==> src/verilog/mfp_pkg.sv <==
package mfp_pkg;

  // ****************************************
  // register indices (byte address = 4 * index)
  // ****************************************
  localparam logic [7:0] IDX_P2_DAT = 8'h11;
  localparam logic [7:0] IDX_P2_DIR = 8'h17;
  localparam logic [7:0] IDX_P2_FC  = 8'h16;
  localparam logic [7:0] IDX_P3_DAT = 8'h1B;
  localparam logic [7:0] IDX_P3_DIR = 8'h19;
  localparam logic [7:0] IDX_P3_FC  = 8'h18;
  localparam logic [7:0] IDX_P4_DAT = 8'h1D;
  localparam logic [7:0] IDX_P4_DIR = 8'h23;
  localparam logic [7:0] IDX_P4_FC  = 8'h22;
  localparam logic [7:0] IDX_P5_DAT = 8'h2B;
  localparam logic [7:0] IDX_P5_DIR = 8'h2F;
  localparam logic [7:0] IDX_P5_FC  = 8'h2E;

  // ****************************************
  // register kinds and port slots
  // ****************************************
  localparam logic [1:0] K_DAT = 2'h0;
  localparam logic [1:0] K_DIR = 2'h1;
  localparam logic [1:0] K_FC  = 2'h2;
  localparam logic [1:0] S_P2  = 2'h0;
  localparam logic [1:0] S_P3  = 2'h1;
  localparam logic [1:0] S_P4  = 2'h2;
  localparam logic [1:0] S_P5  = 2'h3;

  // ****************************************
  // reset values and bit masks
  // ****************************************
  localparam logic [7:0] RST_P2_DAT  = 8'h00;
  localparam logic [7:0] RST_P3_DAT  = 8'h03;
  localparam logic [7:0] RST_P4_DAT  = 8'h10;
  localparam logic [7:0] RST_P5_DAT  = 8'hFF;
  localparam logic [7:0] RST_DIR     = 8'h00;
  localparam logic [7:0] RST_FC      = 8'h00;
  localparam logic [7:0] P3_DIR_MASK = 8'hFC;
  localparam logic [7:0] P3_OUT_ONLY = 8'h03;
  localparam logic [7:0] P3_PU_PINS  = 8'h7C;
  localparam logic [7:0] P3_BUS_GRANT_ACKNOWLEDGE_PU = 8'h44;
  localparam logic [7:0] P4_MASK     = 8'h1F;
  localparam logic [7:0] P4_PU_PINS  = 8'h0F;

  // ****************************************
  // types
  // ****************************************
  typedef struct packed {
    logic [7:0] fc;
    logic [7:0] dir;
    logic [7:0] dat;
  } mfp_port_type;

  typedef struct packed {
    logic [7:0] o;
    logic [7:0] oe_n;
    logic [7:0] pu;
  } mfp_pad_type;

  typedef enum logic {
    ST_LOAD = 1'b0,
    ST_RUN  = 1'b1
  } mfp_state_type;

endpackage : mfp_pkg

==> src/verilog/mfp_port.sv <==
`timescale 1ns/10ps

// Behaviour
// - port 2 pair fc,dir: 00 in, 01 out, 10 addr low, 11 addr high
// - bus mode strap sampled at reset; low separate, high multiplexed
// - port 3 pins 0 and 1 always drive, gpio or strobe
// - port 3 pins pick gpio or control per pin by fc; dir sets gpio direction
// - reset: p3 latch bits 0,1 set; bits 2-6 follow pull-up strap
// - reset: p3 latch bit 7 set in separate mode, cleared in multiplexed
// - reset: p3 direction bits 2-6 cleared; bits 0,1 unused
// - reset: p3 direction bit 7 equals bus mode, output when multiplexed
// - after reset p3 pins 2-6 inputs, pull-ups follow strap
// - p3 pin 0 with fc set carries active-low read strobe
// - p3 pin 1 with fc set carries active-low write strobe
// - bus grant ack enables pull-ups on p3 pins 2,6 with fc set
// - p4 pins 0-3: gpio when fc 0, chip selects when fc 1
// - p4 pin 4: gpio when fc 0, system clock output when fc 1
// - reset: p4 latch bits 0-3 follow pull-up strap, pins inputs
// - reset: p4 latch bit 4 set regardless of strap
// - reset: p4 dir and fc cleared; pin 4 pull-up always off
// - reset: p5 latch all ones, dir and fc cleared, inputs
// - p5 address only in separate mode; software configures first
// - port 5 pair fc,dir: 00 in, 01 out, 10 in, 11 addr low
module mfp_port
  import mfp_pkg::*;
#(
  parameter int ADDR_W = 12
)
(
  // clock, reset, enable
  input  wire logic              clk_i,
  input  wire logic              reset_n_i,
  input  wire logic              ce_i,
  // straps
  input  wire logic              bus_mode_strap_i,
  input  wire logic              reset_pullup_strap_i,
  // apb slave
  input  wire logic              psel_i,
  input  wire logic              penable_i,
  input  wire logic              pwrite_i,
  input  wire logic [ADDR_W-1:0] paddr_i,
  input  wire logic [31:0]       pwdata_i,
  input  wire logic [3:0]        pstrb_i,
  output logic      [31:0]       prdata_o,
  output logic                   pready_o,
  output logic                   pslverr_o,
  // dedicated functions
  input  wire logic [23:0]       addr_i,
  input  wire logic              read_strobe_n_i,
  input  wire logic              write_strobe_n_i,
  input  wire logic [7:2]        ctrl_out_i,
  input  wire logic [7:2]        ctrl_oe_i,
  input  wire logic              bus_grant_acknowledge_i,
  input  wire logic [3:0]        chip_select_n_i,
  input  wire logic              system_clock_i,
  output logic                   bus_mode_o,
  // pads
  input  wire logic [7:0]        p2_pin_i,
  input  wire logic [7:0]        p3_pin_i,
  input  wire logic [7:0]        p4_pin_i,
  input  wire logic [7:0]        p5_pin_i,
  output mfp_pad_type            p2_pad_o,
  output mfp_pad_type            p3_pad_o,
  output mfp_pad_type            p4_pad_o,
  output mfp_pad_type            p5_pad_o
);

  // ****************************************
  // functions
  // ****************************************
  function automatic logic [4:0] mfp_dec(input logic [7:0] a);
    case (a)
      IDX_P2_DAT: mfp_dec = {1'b1, S_P2, K_DAT};
      IDX_P2_DIR: mfp_dec = {1'b1, S_P2, K_DIR};
      IDX_P2_FC:  mfp_dec = {1'b1, S_P2, K_FC};
      IDX_P3_DAT: mfp_dec = {1'b1, S_P3, K_DAT};
      IDX_P3_DIR: mfp_dec = {1'b1, S_P3, K_DIR};
      IDX_P3_FC:  mfp_dec = {1'b1, S_P3, K_FC};
      IDX_P4_DAT: mfp_dec = {1'b1, S_P4, K_DAT};
      IDX_P4_DIR: mfp_dec = {1'b1, S_P4, K_DIR};
      IDX_P4_FC:  mfp_dec = {1'b1, S_P4, K_FC};
      IDX_P5_DAT: mfp_dec = {1'b1, S_P5, K_DAT};
      IDX_P5_DIR: mfp_dec = {1'b1, S_P5, K_DIR};
      IDX_P5_FC:  mfp_dec = {1'b1, S_P5, K_FC};
      default:    mfp_dec = 5'h00;
    endcase
  endfunction : mfp_dec

  function automatic logic [7:0] mfp_wmask(input logic [1:0] s, input logic [1:0] k);
    if (s == S_P4)
    begin
      mfp_wmask = P4_MASK;
    end
    else if (s == S_P3 && k == K_DIR)
    begin
      mfp_wmask = P3_DIR_MASK;
    end
    else
    begin
      mfp_wmask = 8'hFF;
    end
  endfunction : mfp_wmask

  function automatic logic [7:0] mfp_mix(input logic [7:0] drv, input logic [7:0] lat,
                                         input logic [7:0] pin);
    mfp_mix = (drv & lat) | (~drv & pin);
  endfunction : mfp_mix

  // ****************************************
  // state
  // ****************************************
  mfp_port_type  regs_reg [4];
  mfp_port_type  regs_next [4];
  mfp_state_type st_reg;
  mfp_state_type st_next;
  logic          bm_reg;
  logic          bm_next;
  logic          rdy_reg;
  logic          rdy_next;
  logic          err_reg;
  logic          err_next;
  logic [31:0]   prdata_reg;
  logic [31:0]   prdata_next;
  logic [4:0]    dec;
  logic [7:0]    gp [4];
  logic [7:0]    rd [4];
  logic [7:0]    pin [4];
  logic [7:0]    mw;
  logic          sep;
  logic          setup;
  logic          done;

  assign dec      = mfp_dec(paddr_i[9:2]);
  assign sep      = ~bm_reg;
  assign setup    = psel_i & ~penable_i & ~rdy_reg & (st_reg == ST_RUN);
  assign done     = psel_i & penable_i & rdy_reg & ce_i;
  assign pready_o = rdy_reg & ce_i;
  assign pslverr_o = err_reg;
  assign prdata_o  = prdata_reg;
  assign bus_mode_o = bm_reg;
  assign pin[0] = p2_pin_i;
  assign pin[1] = p3_pin_i;
  assign pin[2] = p4_pin_i;
  assign pin[3] = p5_pin_i;
  assign mw     = mfp_wmask(dec[3:2], dec[1:0]);

  // ****************************************
  // gpio drive masks and read values
  // ****************************************
  always_comb
  begin
    gp[0] = ~regs_reg[0].fc & regs_reg[0].dir;
    gp[1] = ~regs_reg[1].fc & (regs_reg[1].dir | P3_OUT_ONLY);
    gp[2] = ~regs_reg[2].fc & regs_reg[2].dir & P4_MASK;
    gp[3] = regs_reg[3].dir & ~(regs_reg[3].fc & {8{sep}});
    for (int i = 0; i < 4; i++)
    begin
      rd[i] = mfp_mix(gp[i], regs_reg[i].dat, pin[i]);
    end
    rd[2] = rd[2] & P4_MASK;
  end

  // ****************************************
  // register next values
  // ****************************************
  always_comb
  begin
    regs_next   = regs_reg;
    st_next     = st_reg;
    bm_next     = bm_reg;
    rdy_next    = rdy_reg;
    err_next    = err_reg;
    prdata_next = prdata_reg;
    case (st_reg)
      ST_LOAD:
      begin
        bm_next = bus_mode_strap_i;
        regs_next[1].dat = {~bus_mode_strap_i, {5{reset_pullup_strap_i}},
                            P3_OUT_ONLY[1:0]};
        regs_next[1].dir = {bus_mode_strap_i, RST_DIR[6:0]};
        regs_next[2].dat = {RST_P4_DAT[7:4], {4{reset_pullup_strap_i}}};
        st_next = ST_RUN;
      end
      ST_RUN:
      begin
        if (setup)
        begin
          rdy_next    = 1'b1;
          err_next    = ~dec[4];
          prdata_next = 32'h0000_0000;
          if (dec[4] && !pwrite_i && dec[1:0] == K_DAT)
          begin
            prdata_next = {24'h00_0000, rd[dec[3:2]]};
          end
        end
        if (done)
        begin
          rdy_next = 1'b0;
          if (pwrite_i && dec[4] && pstrb_i[0])
          begin
            case (dec[1:0])
              K_DAT:   regs_next[dec[3:2]].dat = pwdata_i[7:0] & mw;
              K_DIR:   regs_next[dec[3:2]].dir = pwdata_i[7:0] & mw;
              K_FC:    regs_next[dec[3:2]].fc  = pwdata_i[7:0] & mw;
              default: regs_next[dec[3:2]].fc  = regs_reg[dec[3:2]].fc;
            endcase
          end
        end
      end
      default:
      begin
        st_next = ST_LOAD;
      end
    endcase
  end

  always_ff @(posedge clk_i or negedge reset_n_i)
  begin
    if (!reset_n_i)
    begin
      regs_reg[0] <= '{fc: RST_FC, dir: RST_DIR, dat: RST_P2_DAT};
      regs_reg[1] <= '{fc: RST_FC, dir: RST_DIR, dat: RST_P3_DAT};
      regs_reg[2] <= '{fc: RST_FC, dir: RST_DIR, dat: RST_P4_DAT};
      regs_reg[3] <= '{fc: RST_FC, dir: RST_DIR, dat: RST_P5_DAT};
      st_reg      <= ST_LOAD;
      bm_reg      <= 1'b0;
      rdy_reg     <= 1'b0;
      err_reg     <= 1'b0;
      prdata_reg  <= 32'h0000_0000;
    end
    else if (ce_i)
    begin
      regs_reg   <= regs_next;
      st_reg     <= st_next;
      bm_reg     <= bm_next;
      rdy_reg    <= rdy_next;
      err_reg    <= err_next;
      prdata_reg <= prdata_next;
    end
  end

  // ****************************************
  // pad multiplexers
  // ****************************************
  always_comb
  begin
    p2_pad_o.o = (regs_reg[0].fc & regs_reg[0].dir & addr_i[23:16])
               | (regs_reg[0].fc & ~regs_reg[0].dir & addr_i[7:0])
               | (~regs_reg[0].fc & regs_reg[0].dat);
    p2_pad_o.oe_n = ~(regs_reg[0].fc | regs_reg[0].dir);
    p2_pad_o.pu   = 8'h00;

    p3_pad_o.o = (regs_reg[1].fc & {ctrl_out_i, write_strobe_n_i, read_strobe_n_i})
               | (~regs_reg[1].fc & regs_reg[1].dat);
    p3_pad_o.oe_n = ~(P3_OUT_ONLY | gp[1]
                    | (regs_reg[1].fc & {ctrl_oe_i, 2'b11}));
    p3_pad_o.pu = P3_PU_PINS
                & ((~regs_reg[1].fc & ~regs_reg[1].dir & regs_reg[1].dat)
                 | (regs_reg[1].fc & {8{bus_grant_acknowledge_i}} & P3_BUS_GRANT_ACKNOWLEDGE_PU));

    p4_pad_o.o = P4_MASK
               & ((regs_reg[2].fc & {3'h0, system_clock_i, chip_select_n_i})
                | (~regs_reg[2].fc & regs_reg[2].dat));
    p4_pad_o.oe_n = ~(P4_MASK & (regs_reg[2].fc | regs_reg[2].dir));
    p4_pad_o.pu = P4_PU_PINS & ~regs_reg[2].fc & ~regs_reg[2].dir
                & regs_reg[2].dat;

    p5_pad_o.o = (regs_reg[3].fc & regs_reg[3].dir & {8{sep}} & addr_i[7:0])
               | (~(regs_reg[3].fc & {8{sep}}) & regs_reg[3].dat);
    p5_pad_o.oe_n = ~regs_reg[3].dir;
    p5_pad_o.pu   = 8'h00;
  end
endmodule : mfp_port

==> config.mk <==
export PLATFORM = sky130hd
export DESIGN_NAME = mfp_port
export DESIGN_NICKNAME = d
export VERILOG_FILES = /design/src/verilog/mfp_pkg.sv /design/src/verilog/mfp_port.sv
export SDC_FILE = /design/constraint.sdc
export NUM_CORES = 1
export LEC_CHECK = 0
export BUFFER_PORTS_ARGS = -buffer_cell sky130_fd_sc_hd__buf_2
export CORE_UTILIZATION = 45
export DETAILED_ROUTE_END_ITERATION = 8
export PLACE_DENSITY = 0.77
export SYNTH_ARGS = -nofsm -noshare
export SYNTH_HDL_FRONTEND = slang
export SYNTH_SLANG_ARGS = --single-unit
==> constraint.sdc <==
create_clock -name clk_i -period 5.2 [get_ports clk_i]
set_input_delay 0.26 -clock clk_i [delete_from_list [all_inputs] [get_ports clk_i]]
set_output_delay 0.26 -clock clk_i [all_outputs]
set_load 0.05 [all_outputs]
==> results.py, run 1 <==
metrics = {
    "place": {
        "port_buffers": 165,
        "dp_hpwl_um": 10960,
        "gp_routability_congestion": 0.8442,
        "pre_cts_ws_ns": 2.597,
    },
    "drt": {
        "first_iter_violations": 274,
        "met1_layer_wirelength_in_the_final_routing_um": 6660,
        "ant_nets": 0,
        "detail_route.wl_per_cell_um": 16.30,
        "drt-vias-per-instance": 5.170,
        "postRouteWirelength_um": 14770,
        "met2WireLength_um": 6935,
        "dr_wl_met3_um": 994,
        "routed.top_layer": "met5",
        "dr_total_vias": 4684,
        "drt_first_pass_iters": 5,
        "drc": 0,
    },
    "floorplan": {
        "total_die_area_um2": 13570,
        "num_io_pins": 263,
        "num_rows": 41,
        "placeable_core_area_um2": 12720,
        "chipWidth_um": 116.5,
        "initial_utilization_pct": 46.36,
        "die_y_um": 116.5,
    },
    "cts": {
        "cts.htree.levels": 3,
        "tritoncts": "built",
        "clk_lat_worst_skew_ns": 0.34,
        "post_cts_resized": 0,
        "cts.path.max_buffers": 2,
        "cts_made_buffers": 9,
        "cts_hold_buffers": 1,
        "clock_root_buffer_master": "clkbuf_16",
        "tritoncts_num_sinks": 97,
        "number_of_buffers_inserted_by_post_cts_setup_repair": 0,
        "cts.reportedPaths.clkPinSlew_ns": 0.07,
    },
    "cells_and_area": {
        "areaGrowthSynthToFinish_pct": 17.31,
        "final_core_util_pct": 54.39,
        "layout_common_cells": "buf_2 (164), dfrtp_1 (86), mux2_2 (69)",
        "final_net_count": 861,
        "largest_reg_flops": 85,
        "leading_cell_type_in_the_layout_fill_and_taps_excluded": "buf_2",
        "n_antenna_cell": 0,
        "post_route_cells_drive_above_1_share_pct": 40.33,
    },
    "run": {
        "maxCapViolations": 0,
    },
    "sta": {
        "grt_setup_unrepaired": "no",
        "timing.final.hold_violations": 0,
        "final_min_period_over_clock_period_pct": 46.37,
        "totalNegativeSetupSlack_ns": 0,
        "timing_max_transition_violations_final": 0,
        "hold_ws_ns": 0.1344,
        "finalWorstPathRequiredPeriod_ns": 2.411,
        "fin_worst_skew_ns": 0.006218,
        "finalWorstSetupSlack_ns": 2.789,
        "worst-slew-pin-transition_ns": 1.060,
        "fmax_mhz": 414.7,
        "max-slew-margin-rel_pct": 28.70,
        "setup_viol": 0,
    },
    "grt": {
        "grt_max_degree": 61,
        "antenna_violations_before_repair": 1,
        "grt_first_pass_wirelength_um": 22560,
        "grt_pass1_vias": 4190,
        "globalRoute.totalOverflow": 0,
        "gr-usage-all-layers_pct": 22.57,
    },
    "critical_path": {
        "critPathArrivalTime_ns": 2.69,
        "startpoint": "rdy_reg$_DFFE_PN0P_",
        "worstPathRequired_ns": 5.48,
        "crit_fanout": 8,
        "startpoint_type": "flop",
        "endpoint_kind": "flop",
        "worst_r2r_startpoint": "rdy_reg$_DFFE_PN0P_",
        "worstSetupPathType": "reg -> reg",
    },
    "synthesis": {
        "ys_dominant_reg_cell": "dfrtp_1",
        "synthDistinctLibCells": 63,
        "synthArstFlopShare_pct": 100.0,
        "ranking_of_synthesized_cells_by_area": "dfrtp_1 (36%), mux2_2 (13%), buf_4 (7.4%), mux2i_1 (4.9%), dfstp_2 (4.9%)",
        "synth.avg_cell_area_um2": 10.31,
        "synth_top_area_share_pct": 36.49,
        "post_synth_edffs": 0,
        "synth_area_leader_cell": "dfrtp_1",
        "synth_area_um2": 5898,
        "synth.yosys.warnings": 0,
        "synthesis.instances": 572,
        "flops_latches_synth": 97,
        "synth_sequential_area_ratio_pct": 41.39,
    },
    "worst_hold_path": {
        "hold_path_startpoint": "penable_i",
        "min_path_type": "in -> reg",
    },
    "power": {
        "power.density_cell_area_nw_per_um2": 250.0,
        "leakage_uw": 0.003515,
        "ir_worst_vdd_mv": 0.1962,
    },
    "status": {
        "status": "finished, final reports clean",
    },
}
-- critical path, stage by stage, from the launching register on --
cell and delay (ns):
dfrtp_1 0.36, nand2_1 0.12, nor2_2 0.32, nand3_1 0.32, nor4_1 0.98, a22o_1 0.25
-- layout make-up --
type                            instances  area (um^2)
Sequential cell                        97         2441
Clock buffer                            9        225.2
Multi-Input combinational cell        440         3080
Fill cell                            1158         5803
Clock inverter                          7        55.05
Inverter                               13        48.80
Timing Repair Buffer                  168        853.3
Tap cell                              172        215.2
-- layer usage --
| layer | up-vias | track usage, % |
|---|---|---|
| met2 | 205 | 36.69 |
| met4 | 2 | 4.701 |
| met1 | 2232 | 30.30 |
| met5 | - | 0 |
| met3 | 14 | 5.968 |
| li1 | 2231 | - |
-- Yosys cell counts, types with 6 or more instances --
cell	number
dfrtp_1	86
mux2_2	69
nand2_1	66
buf_4	58
nand2b_1	36
nor2_1	30
mux2i_1	29
o21ai_0	20
a21oi_1	16
nand3_1	16
inv_1	13
dfstp_2	11
mux2_4	8
buf_2	7
clkbuf_1	6
nor2b_1	6
-- metrics by stage --
stage | total power [uW] | cell area (um^2) | std cells
floorplan | 1054 | 6097 | 625
global placement | 1112 | 6629 | 889
detailed placement | 1115 | 6629 | 889
CTS | 1743 | 6919 | 906
global route | 1795 | 6919 | 906
finish | 1730 | 6919 | 906
-- power by group --
group	switching [uW]	total [uW]	internal (uW)
registers	15.2	784	769
logic	240	316	76.0
clock network	302	629	328
total	557	1730	1170
-- worst paths after layout --
| path | to | slack (ns) | cells past startpoint |
|---|---|---|---|
| setup / recovery | regs_reg[62]$_DFFE_PN0P_ | 2.79 | 5 |
| hold / removal | rdy_reg$_DFFE_PN0P_ | 0.13 | 2 |
| setup reg to reg | regs_reg[62]$_DFFE_PN0P_ | 2.79 | 5 |
| hold reg to reg | prdata_o[2]$_DFFE_PN0P_ | 0.49 | 2 |
| max in group asynchronous | st_reg$_DFFE_PN0P_ | 3.62 | 3 |
| min in group asynchronous | regs_reg[95]$_DFFE_PN0P_ | 0.42 | 2 |
-- cells by family (layout without fill, tap and decap cells) --
logic type	after synthesis	after routing	synth area share (%)
xor+xnor	1	1	0.1485
flops	97	97	41.39
buf+inv	88	197	9.758
simple gates	193	193	17.33
other cells	2	55	0.1273
compound gates	84	84	10.92
mux	107	107	20.32
No activity file was read; power rests on OpenSTA's default activity.
==> run 2, diff against run 1 <==
- ABC_AREA: not set -> 1
- PLACE_DENSITY: 0.77 -> 0.74
- clock period: 5.2 -> 2.3 ns (I/O delays scaled with it)
==> run 2 against run 1 <==
  * Clock skew is 0.0011 ns lower
  * Register-to-register slack worse by 2.5 ns
  * Cell count up 55%
  * Critical path type is now reg -> out
  * Highest routed layer is now met4
==> results.py, run 2 <==
metrics = {
    "status": {
        "status": "finished, final reports clean",
    },
    "grt": {
        "grt_max_degree": 45,
        "grt_first_pass_wirelength_um": 34630,
        "grt_pass1_vias": 6841,
        "grt_util_met3_pct": 6.627,
        "antenna_violations_before_repair": 1,
        "grt.met2_usage_pct": 44.39,
        "globalRoute.totalOverflow": 0,
        "grt-busiest-layer": "met2",
        "grt_use_met1_pct": 36.99,
        "gr-usage-all-layers_pct": 27.98,
    },
    "critical_path": {
        "register_to_register_path_depth": 8,
        "reg2reg_slack_ns": 0.31,
        "crit_fanout": 8,
        "worst_r2r_startpoint": "rdy_reg$_DFFE_PN0P_",
        "startpoint_type": "flop",
        "endpoint_kind": "output pin",
        "worstPathRequired_ns": 2.18,
        "worstSetupPathType": "reg -> out",
        "critPathArrivalTime_ns": 1.88,
        "worst_r2r_dst": "regs_reg[19]$_DFFE_PN0P_",
    },
    "floorplan": {
        "initial_utilization_pct": 45.86,
        "total_die_area_um2": 15940,
        "num_io_pins": 263,
        "die_y_um": 126.2,
        "chipWidth_um": 126.2,
        "placeable_core_area_um2": 15150,
        "num_rows": 45,
    },
    "synthesis": {
        "synth.avg_cell_area_um2": 6.691,
        "flops_latches_synth": 97,
        "post_synth_edffs": 0,
        "synth_area_um2": 6945,
        "synth_sequential_area_ratio_pct": 35.15,
        "synthesis.instances": 1038,
        "ranking_of_synthesized_cells_by_area": "dfrtp_1 (31%), nand2_1 (15%), o21ai_0 (7.2%), nor2_1 (6.9%), buf_4 (6.5%)",
        "synth.yosys.warnings": 0,
        "synthArstFlopShare_pct": 100.0,
        "synth_area_leader_cell": "dfrtp_1",
        "synthDistinctLibCells": 37,
        "ys_dominant_reg_cell": "dfrtp_1",
        "synth_top_area_share_pct": 30.99,
        "post_synth_most_frequent_cells": "nand2_1 (274), nor2_1 (127), o21ai_0 (100)",
        "post-synth-top-count-cell": "nand2_1",
    },
    "drt": {
        "ant_nets": 0,
        "first_iter_violations": 685,
        "postRouteWirelength_um": 21740,
        "dr_total_vias": 7465,
        "drc": 0,
        "drt-vias-per-instance": 5.332,
        "drt_first_pass_iters": 8,
        "detail_route.wl_per_cell_um": 15.53,
    },
    "cells_and_area": {
        "layout_common_cells": "nand2_1 (274), buf_2 (164), nor2_1 (127)",
        "largest_reg_flops": 85,
        "final_core_util_pct": 53.77,
        "leading_cell_type_in_the_layout_fill_and_taps_excluded": "nand2_1",
        "areaGrowthSynthToFinish_pct": 17.26,
        "final_net_count": 1339,
        "post_route_cells_drive_above_1_share_pct": 22.21,
        "fillers": 1525,
    },
    "cts": {
        "clk_lat_worst_skew_ns": 0.36,
        "cts_made_buffers": 9,
        "tritoncts": "built",
        "cts.reportedPaths.clkPinSlew_ns": 0.07,
        "clock_root_buffer_master": "clkbuf_16",
        "cts.htree.levels": 3,
        "number_of_buffers_inserted_by_post_cts_setup_repair": 0,
        "tritoncts_num_sinks": 97,
        "cts.path.max_buffers": 2,
    },
    "run": {
        "maxCapViolations": 0,
    },
    "power": {
        "leakage_uw": 0.004330,
        "ir_worst_vdd_mv": 0.3980,
        "power.density_cell_area_nw_per_um2": 549.7,
    },
    "sta": {
        "finalWorstSetupSlack_ns": 0.3052,
        "fmax_mhz": 501.3,
        "timing_max_transition_violations_final": 0,
        "fin_worst_skew_ns": 0.005100,
        "max-slew-margin-rel_pct": 61.01,
        "totalNegativeSetupSlack_ns": 0,
        "final_min_period_over_clock_period_pct": 86.73,
        "timing.final.hold_violations": 0,
        "setup_viol": 0,
        "finalWorstPathRequiredPeriod_ns": 1.995,
        "grt_setup_unrepaired": "no",
        "worst-slew-pin-transition_ns": 0.5849,
    },
    "place": {
        "gp_routability_congestion": 0.9018,
        "pre_cts_ws_ns": 0.2820,
        "port_buffers": 165,
        "dp_hpwl_um": 16120,
    },
    "worst_hold_path": {
        "holdPathEnd": "st_reg$_DFFE_PN0P_",
        "hold_path_startpoint": "ce_i",
        "min_path_type": "in -> reg",
        "hold-path-cell-count": 2,
    },
}
## run 2: cell families (layout without fill, tap and decap cells)
kind of cell	Yosys count	in the layout	synth area share, %
and+or+nand+nor	510	510	32.19
AOI/OAI and AO/OA	235	235	18.20
buffers and inverters	194	314	14.36
DFF	97	97	35.15
other	2	56	0.1081
## run 2: critical path, stage by stage, from the launching register on
cell      delay, ns
dfrtp_1        0.52
nor2_1         0.24
or2_2          0.15
a21boi_0       0.29
buf_2          0.33
## run 2: through the flow
step	power (uW)	instance area, um^2	std cells	hold WS (ns)
after detailed placement	2860	7820	1383	0.1492
after CTS	4483	8142	1399	0.01152
after global routing	4644	8144	1400	0.02439
after global placement	2849	7820	1383	0.1511
after floorplan	2637	7144	1091	-0.1806
final	4477	8144	1400	0.01803
## run 2: repair_timing
| item | 4_1_cts | 5_1_grt |
|---|---|---|
| hold endpoints to repair | 37 | 0 |
| hold buffers | 1 | 0 |
| gates resized for setup | 0 | 0 |
## run 2: area by class of cell
cell class                      instances  area, um^2  area share, %
Sequential cell                        97        2441          29.97
Inverter                              105       399.1          4.901
Multi-Input combinational cell        800        3706          45.51
Timing Repair Buffer                  194        1049          12.87
Clock inverter                          3       65.06         0.7989
Tap cell                              188       235.2          2.888
Clock buffer                           12       246.5          3.027
Antenna cell                            1       2.502        0.03073
## run 2: routing by layer
metal | vias up | wire length [um] | part of all wire (%)
met3 | 51 | 1853 | 8.5
li1 | 3593 | - | -
met2 | 381 | 9841 | 45
met1 | 3440 | 9343 | 43
met4 | 0 | 706 | 3.2
met5 | - | 0 | 0
## run 2: worst max path at each step
stage                            from                       end  slack, ns
6_report       bus_mode_o$_DFFE_PN0P_              p5_pad_o[17]       0.31
2_1_floorplan  bus_mode_o$_DFFE_PN0P_              p5_pad_o[16]       0.09
5_1_grt           rdy_reg$_DFFE_PN0P_  regs_reg[19]$_DFFE_PN0P_       0.08
3_3_place_gp               paddr_i[8]  regs_reg[73]$_DFFE_PN0P_       0.31
4_1_cts        bus_mode_o$_DFFE_PN0P_              p5_pad_o[17]       0.32
3_5_place_dp               paddr_i[8]  regs_reg[13]$_DFFE_PN0P_       0.28
## run 2: report_power, final
group          internal [uW]  switching [uW]  leakage, uW  total [uW]
registers               1770            61.2      0.00110        1830
clock network            976             659     0.000153        1640
logic                    228             784      0.00308        1010
==> run 3, diff against run 2 <==
- PLACE_DENSITY: 0.74 -> 0.85
==> run 3 against run 2 <==
  * Fmax down 5.2%
  * Worst setup slack worse by 0.11 ns
  * Core utilization down 0.31 points
  * Sequential power barely moved
  * Largest power group unchanged
  * Cell count shrank 0.29%
==> results.py, run 3 (synthesis gave the netlist of run 2 again) <==
metrics = {
    "cells_and_area": {
        "final_net_count": 1334,
        "largest_reg_flops": 85,
        "leading_cell_type_in_the_layout_fill_and_taps_excluded": "nand2_1",
        "layout_common_cells": "nand2_1 (274), buf_2 (164), nor2_1 (127)",
        "post_route_cells_drive_above_1_share_pct": 21.87,
        "areaGrowthSynthToFinish_pct": 16.57,
        "fillers": 1450,
    },
    "drt": {
        "dr_total_vias": 7548,
        "drt_first_pass_iters": 6,
        "ant_nets": 0,
        "detail_route.wl_per_cell_um": 15.42,
        "first_iter_violations": 942,
        "postRouteWirelength_um": 21530,
        "drt-vias-per-instance": 5.407,
        "drc": 0,
    },
    "grt": {
        "grt.met2_usage_pct": 43.42,
        "globalRoute.totalOverflow": 0,
        "grt_first_pass_wirelength_um": 34120,
        "grt_util_met3_pct": 5.607,
        "grt_use_met1_pct": 36.76,
        "gr-usage-all-layers_pct": 27.34,
        "antenna_violations_before_repair": 1,
        "grt_pass1_vias": 6684,
        "grt_max_degree": 56,
        "grt-busiest-layer": "met2",
    },
    "floorplan": {
        "total_die_area_um2": 15940,
        "initial_utilization_pct": 45.86,
        "chipWidth_um": 126.2,
        "num_io_pins": 263,
        "die_y_um": 126.2,
        "num_rows": 45,
        "placeable_core_area_um2": 15150,
    },
    "cts": {
        "cts_made_buffers": 9,
        "cts.reportedPaths.clkPinSlew_ns": 0.07,
        "cts.htree.levels": 3,
        "post_cts_resized": 0,
        "tritoncts": "built",
        "cts.path.max_buffers": 2,
        "tritoncts_num_sinks": 97,
        "clock_root_buffer_master": "clkbuf_16",
        "clk_lat_worst_skew_ns": 0.36,
    },
    "sta": {
        "fmax_mhz": 475.2,
        "timing_max_transition_violations_final": 0,
        "totalNegativeSetupSlack_ns": 0,
        "fin_worst_skew_ns": 0.008069,
        "timing.final.hold_violations": 0,
        "finalWorstPathRequiredPeriod_ns": 2.104,
        "finalWorstSetupSlack_ns": 0.1958,
        "hold_ws_ns": 0.01315,
        "setup_viol": 0,
        "final_min_period_over_clock_period_pct": 91.49,
        "max-slew-margin-rel_pct": 59.34,
        "grt_setup_unrepaired": "no",
        "worst-slew-pin-transition_ns": 0.6099,
    },
    "worst_hold_path": {
        "min_path_type": "in -> reg",
    },
    "critical_path": {
        "startpoint_type": "flop",
        "critPathMaxStageDelay_ns": 0.53,
        "critPathArrivalTime_ns": 1.99,
        "endpoint_kind": "output pin",
        "worstPathRequired_ns": 2.18,
        "cp_slowest_cell": "dfrtp_1",
        "worstSetupPathType": "reg -> out",
        "path_cells": "nor2_1, or2_2, a21boi_0, buf_2",
        "crit_fanout": 8,
    },
    "power": {
        "ir_worst_vdd_mv": 0.3441,
        "leakage_uw": 0.004297,
        "power.density_cell_area_nw_per_um2": 542.4,
    },
    "place": {
        "pre_cts_ws_ns": 0.2041,
        "gp_routability_congestion": 0.9289,
        "port_buffers": 165,
        "dp_hpwl_um": 15910,
    },
    "status": {
        "status": "finished, final reports clean",
    },
    "run": {
        "maxCapViolations": 0,
    },
}
run 3: what timing repair did:
action / CTS / global route
buffers inserted: 0 / 0
hold buffers: 1 / 0
hold endpoints to repair: 39 / 0
run 3: critical path: cells and delay by family, from the launching register on:
| family | cells | cell delay, ns |
|---|---|---|
| flops | 1 | 0.53 |
| compound gates | 1 | 0.35 |
| buf+inv | 1 | 0.34 |
| simple gates | 2 | 0.39 |
run 3: final timing paths:
kind,end,cells past startpoint,slack [ns],start
max in group asynchronous,regs_reg[7]$_DFFE_PN1P_,3,1.23,reset_n_i
hold reg to reg,prdata_o[2]$_DFFE_PN0P_,2,0.48,prdata_o[2]$_DFFE_PN0P_
hold / removal,st_reg$_DFFE_PN0P_,2,0.01,ce_i
setup reg to reg,regs_reg[74]$_DFFE_PN0P_,9,0.30,rdy_reg$_DFFE_PN0P_
setup / recovery,p5_pad_o[17],4,0.20,bus_mode_o$_DFFE_PN0P_
min in group asynchronous,regs_reg[66]$_DFFE_PN0P_,2,0.30,reset_n_i
run 3: cell type report:
class                      count  area [um^2]  share of cell area, %
multi-input combinational    800         3706                  45.77
timing repair buffer         189         1023                  12.64
tap                          188        235.2                  2.905
sequential                    97         2441                  30.15
inverter                     105        399.1                  4.930
clock inverter                 4        52.55                 0.6490
antenna                        1        2.502                0.03091
clock buffer                  12        236.5                  2.921
run 3: metal layers:
metal | part of all wire, % | wire, um
met1 | 41 | 8750
met2 | 46 | 9832
met3 | 11 | 2337
met4 | 2.8 | 612
met5 | 0 | 0
run 3: power by group:
group | internal, uW | leakage (uW) | switching, uW
Combinational | 227 | 0.00306 | 784
Sequential | 1770 | 0.00110 | 59.8
Clock | 850 | 0.000141 | 703
Total | 2840 | 0.00430 | 1550
run 3: through the flow:
step                      cells  cell area, um^2  total power (uW)  util, %
final                      1396             8097              4391    53.46
after global routing       1396             8097              4529    53.46
after CTS                  1395             8094              4377    53.44
after detailed placement   1378             7795              2855    51.47
after global placement     1378             7795              2842    51.47
after floorplan            1091             7144              2637        -
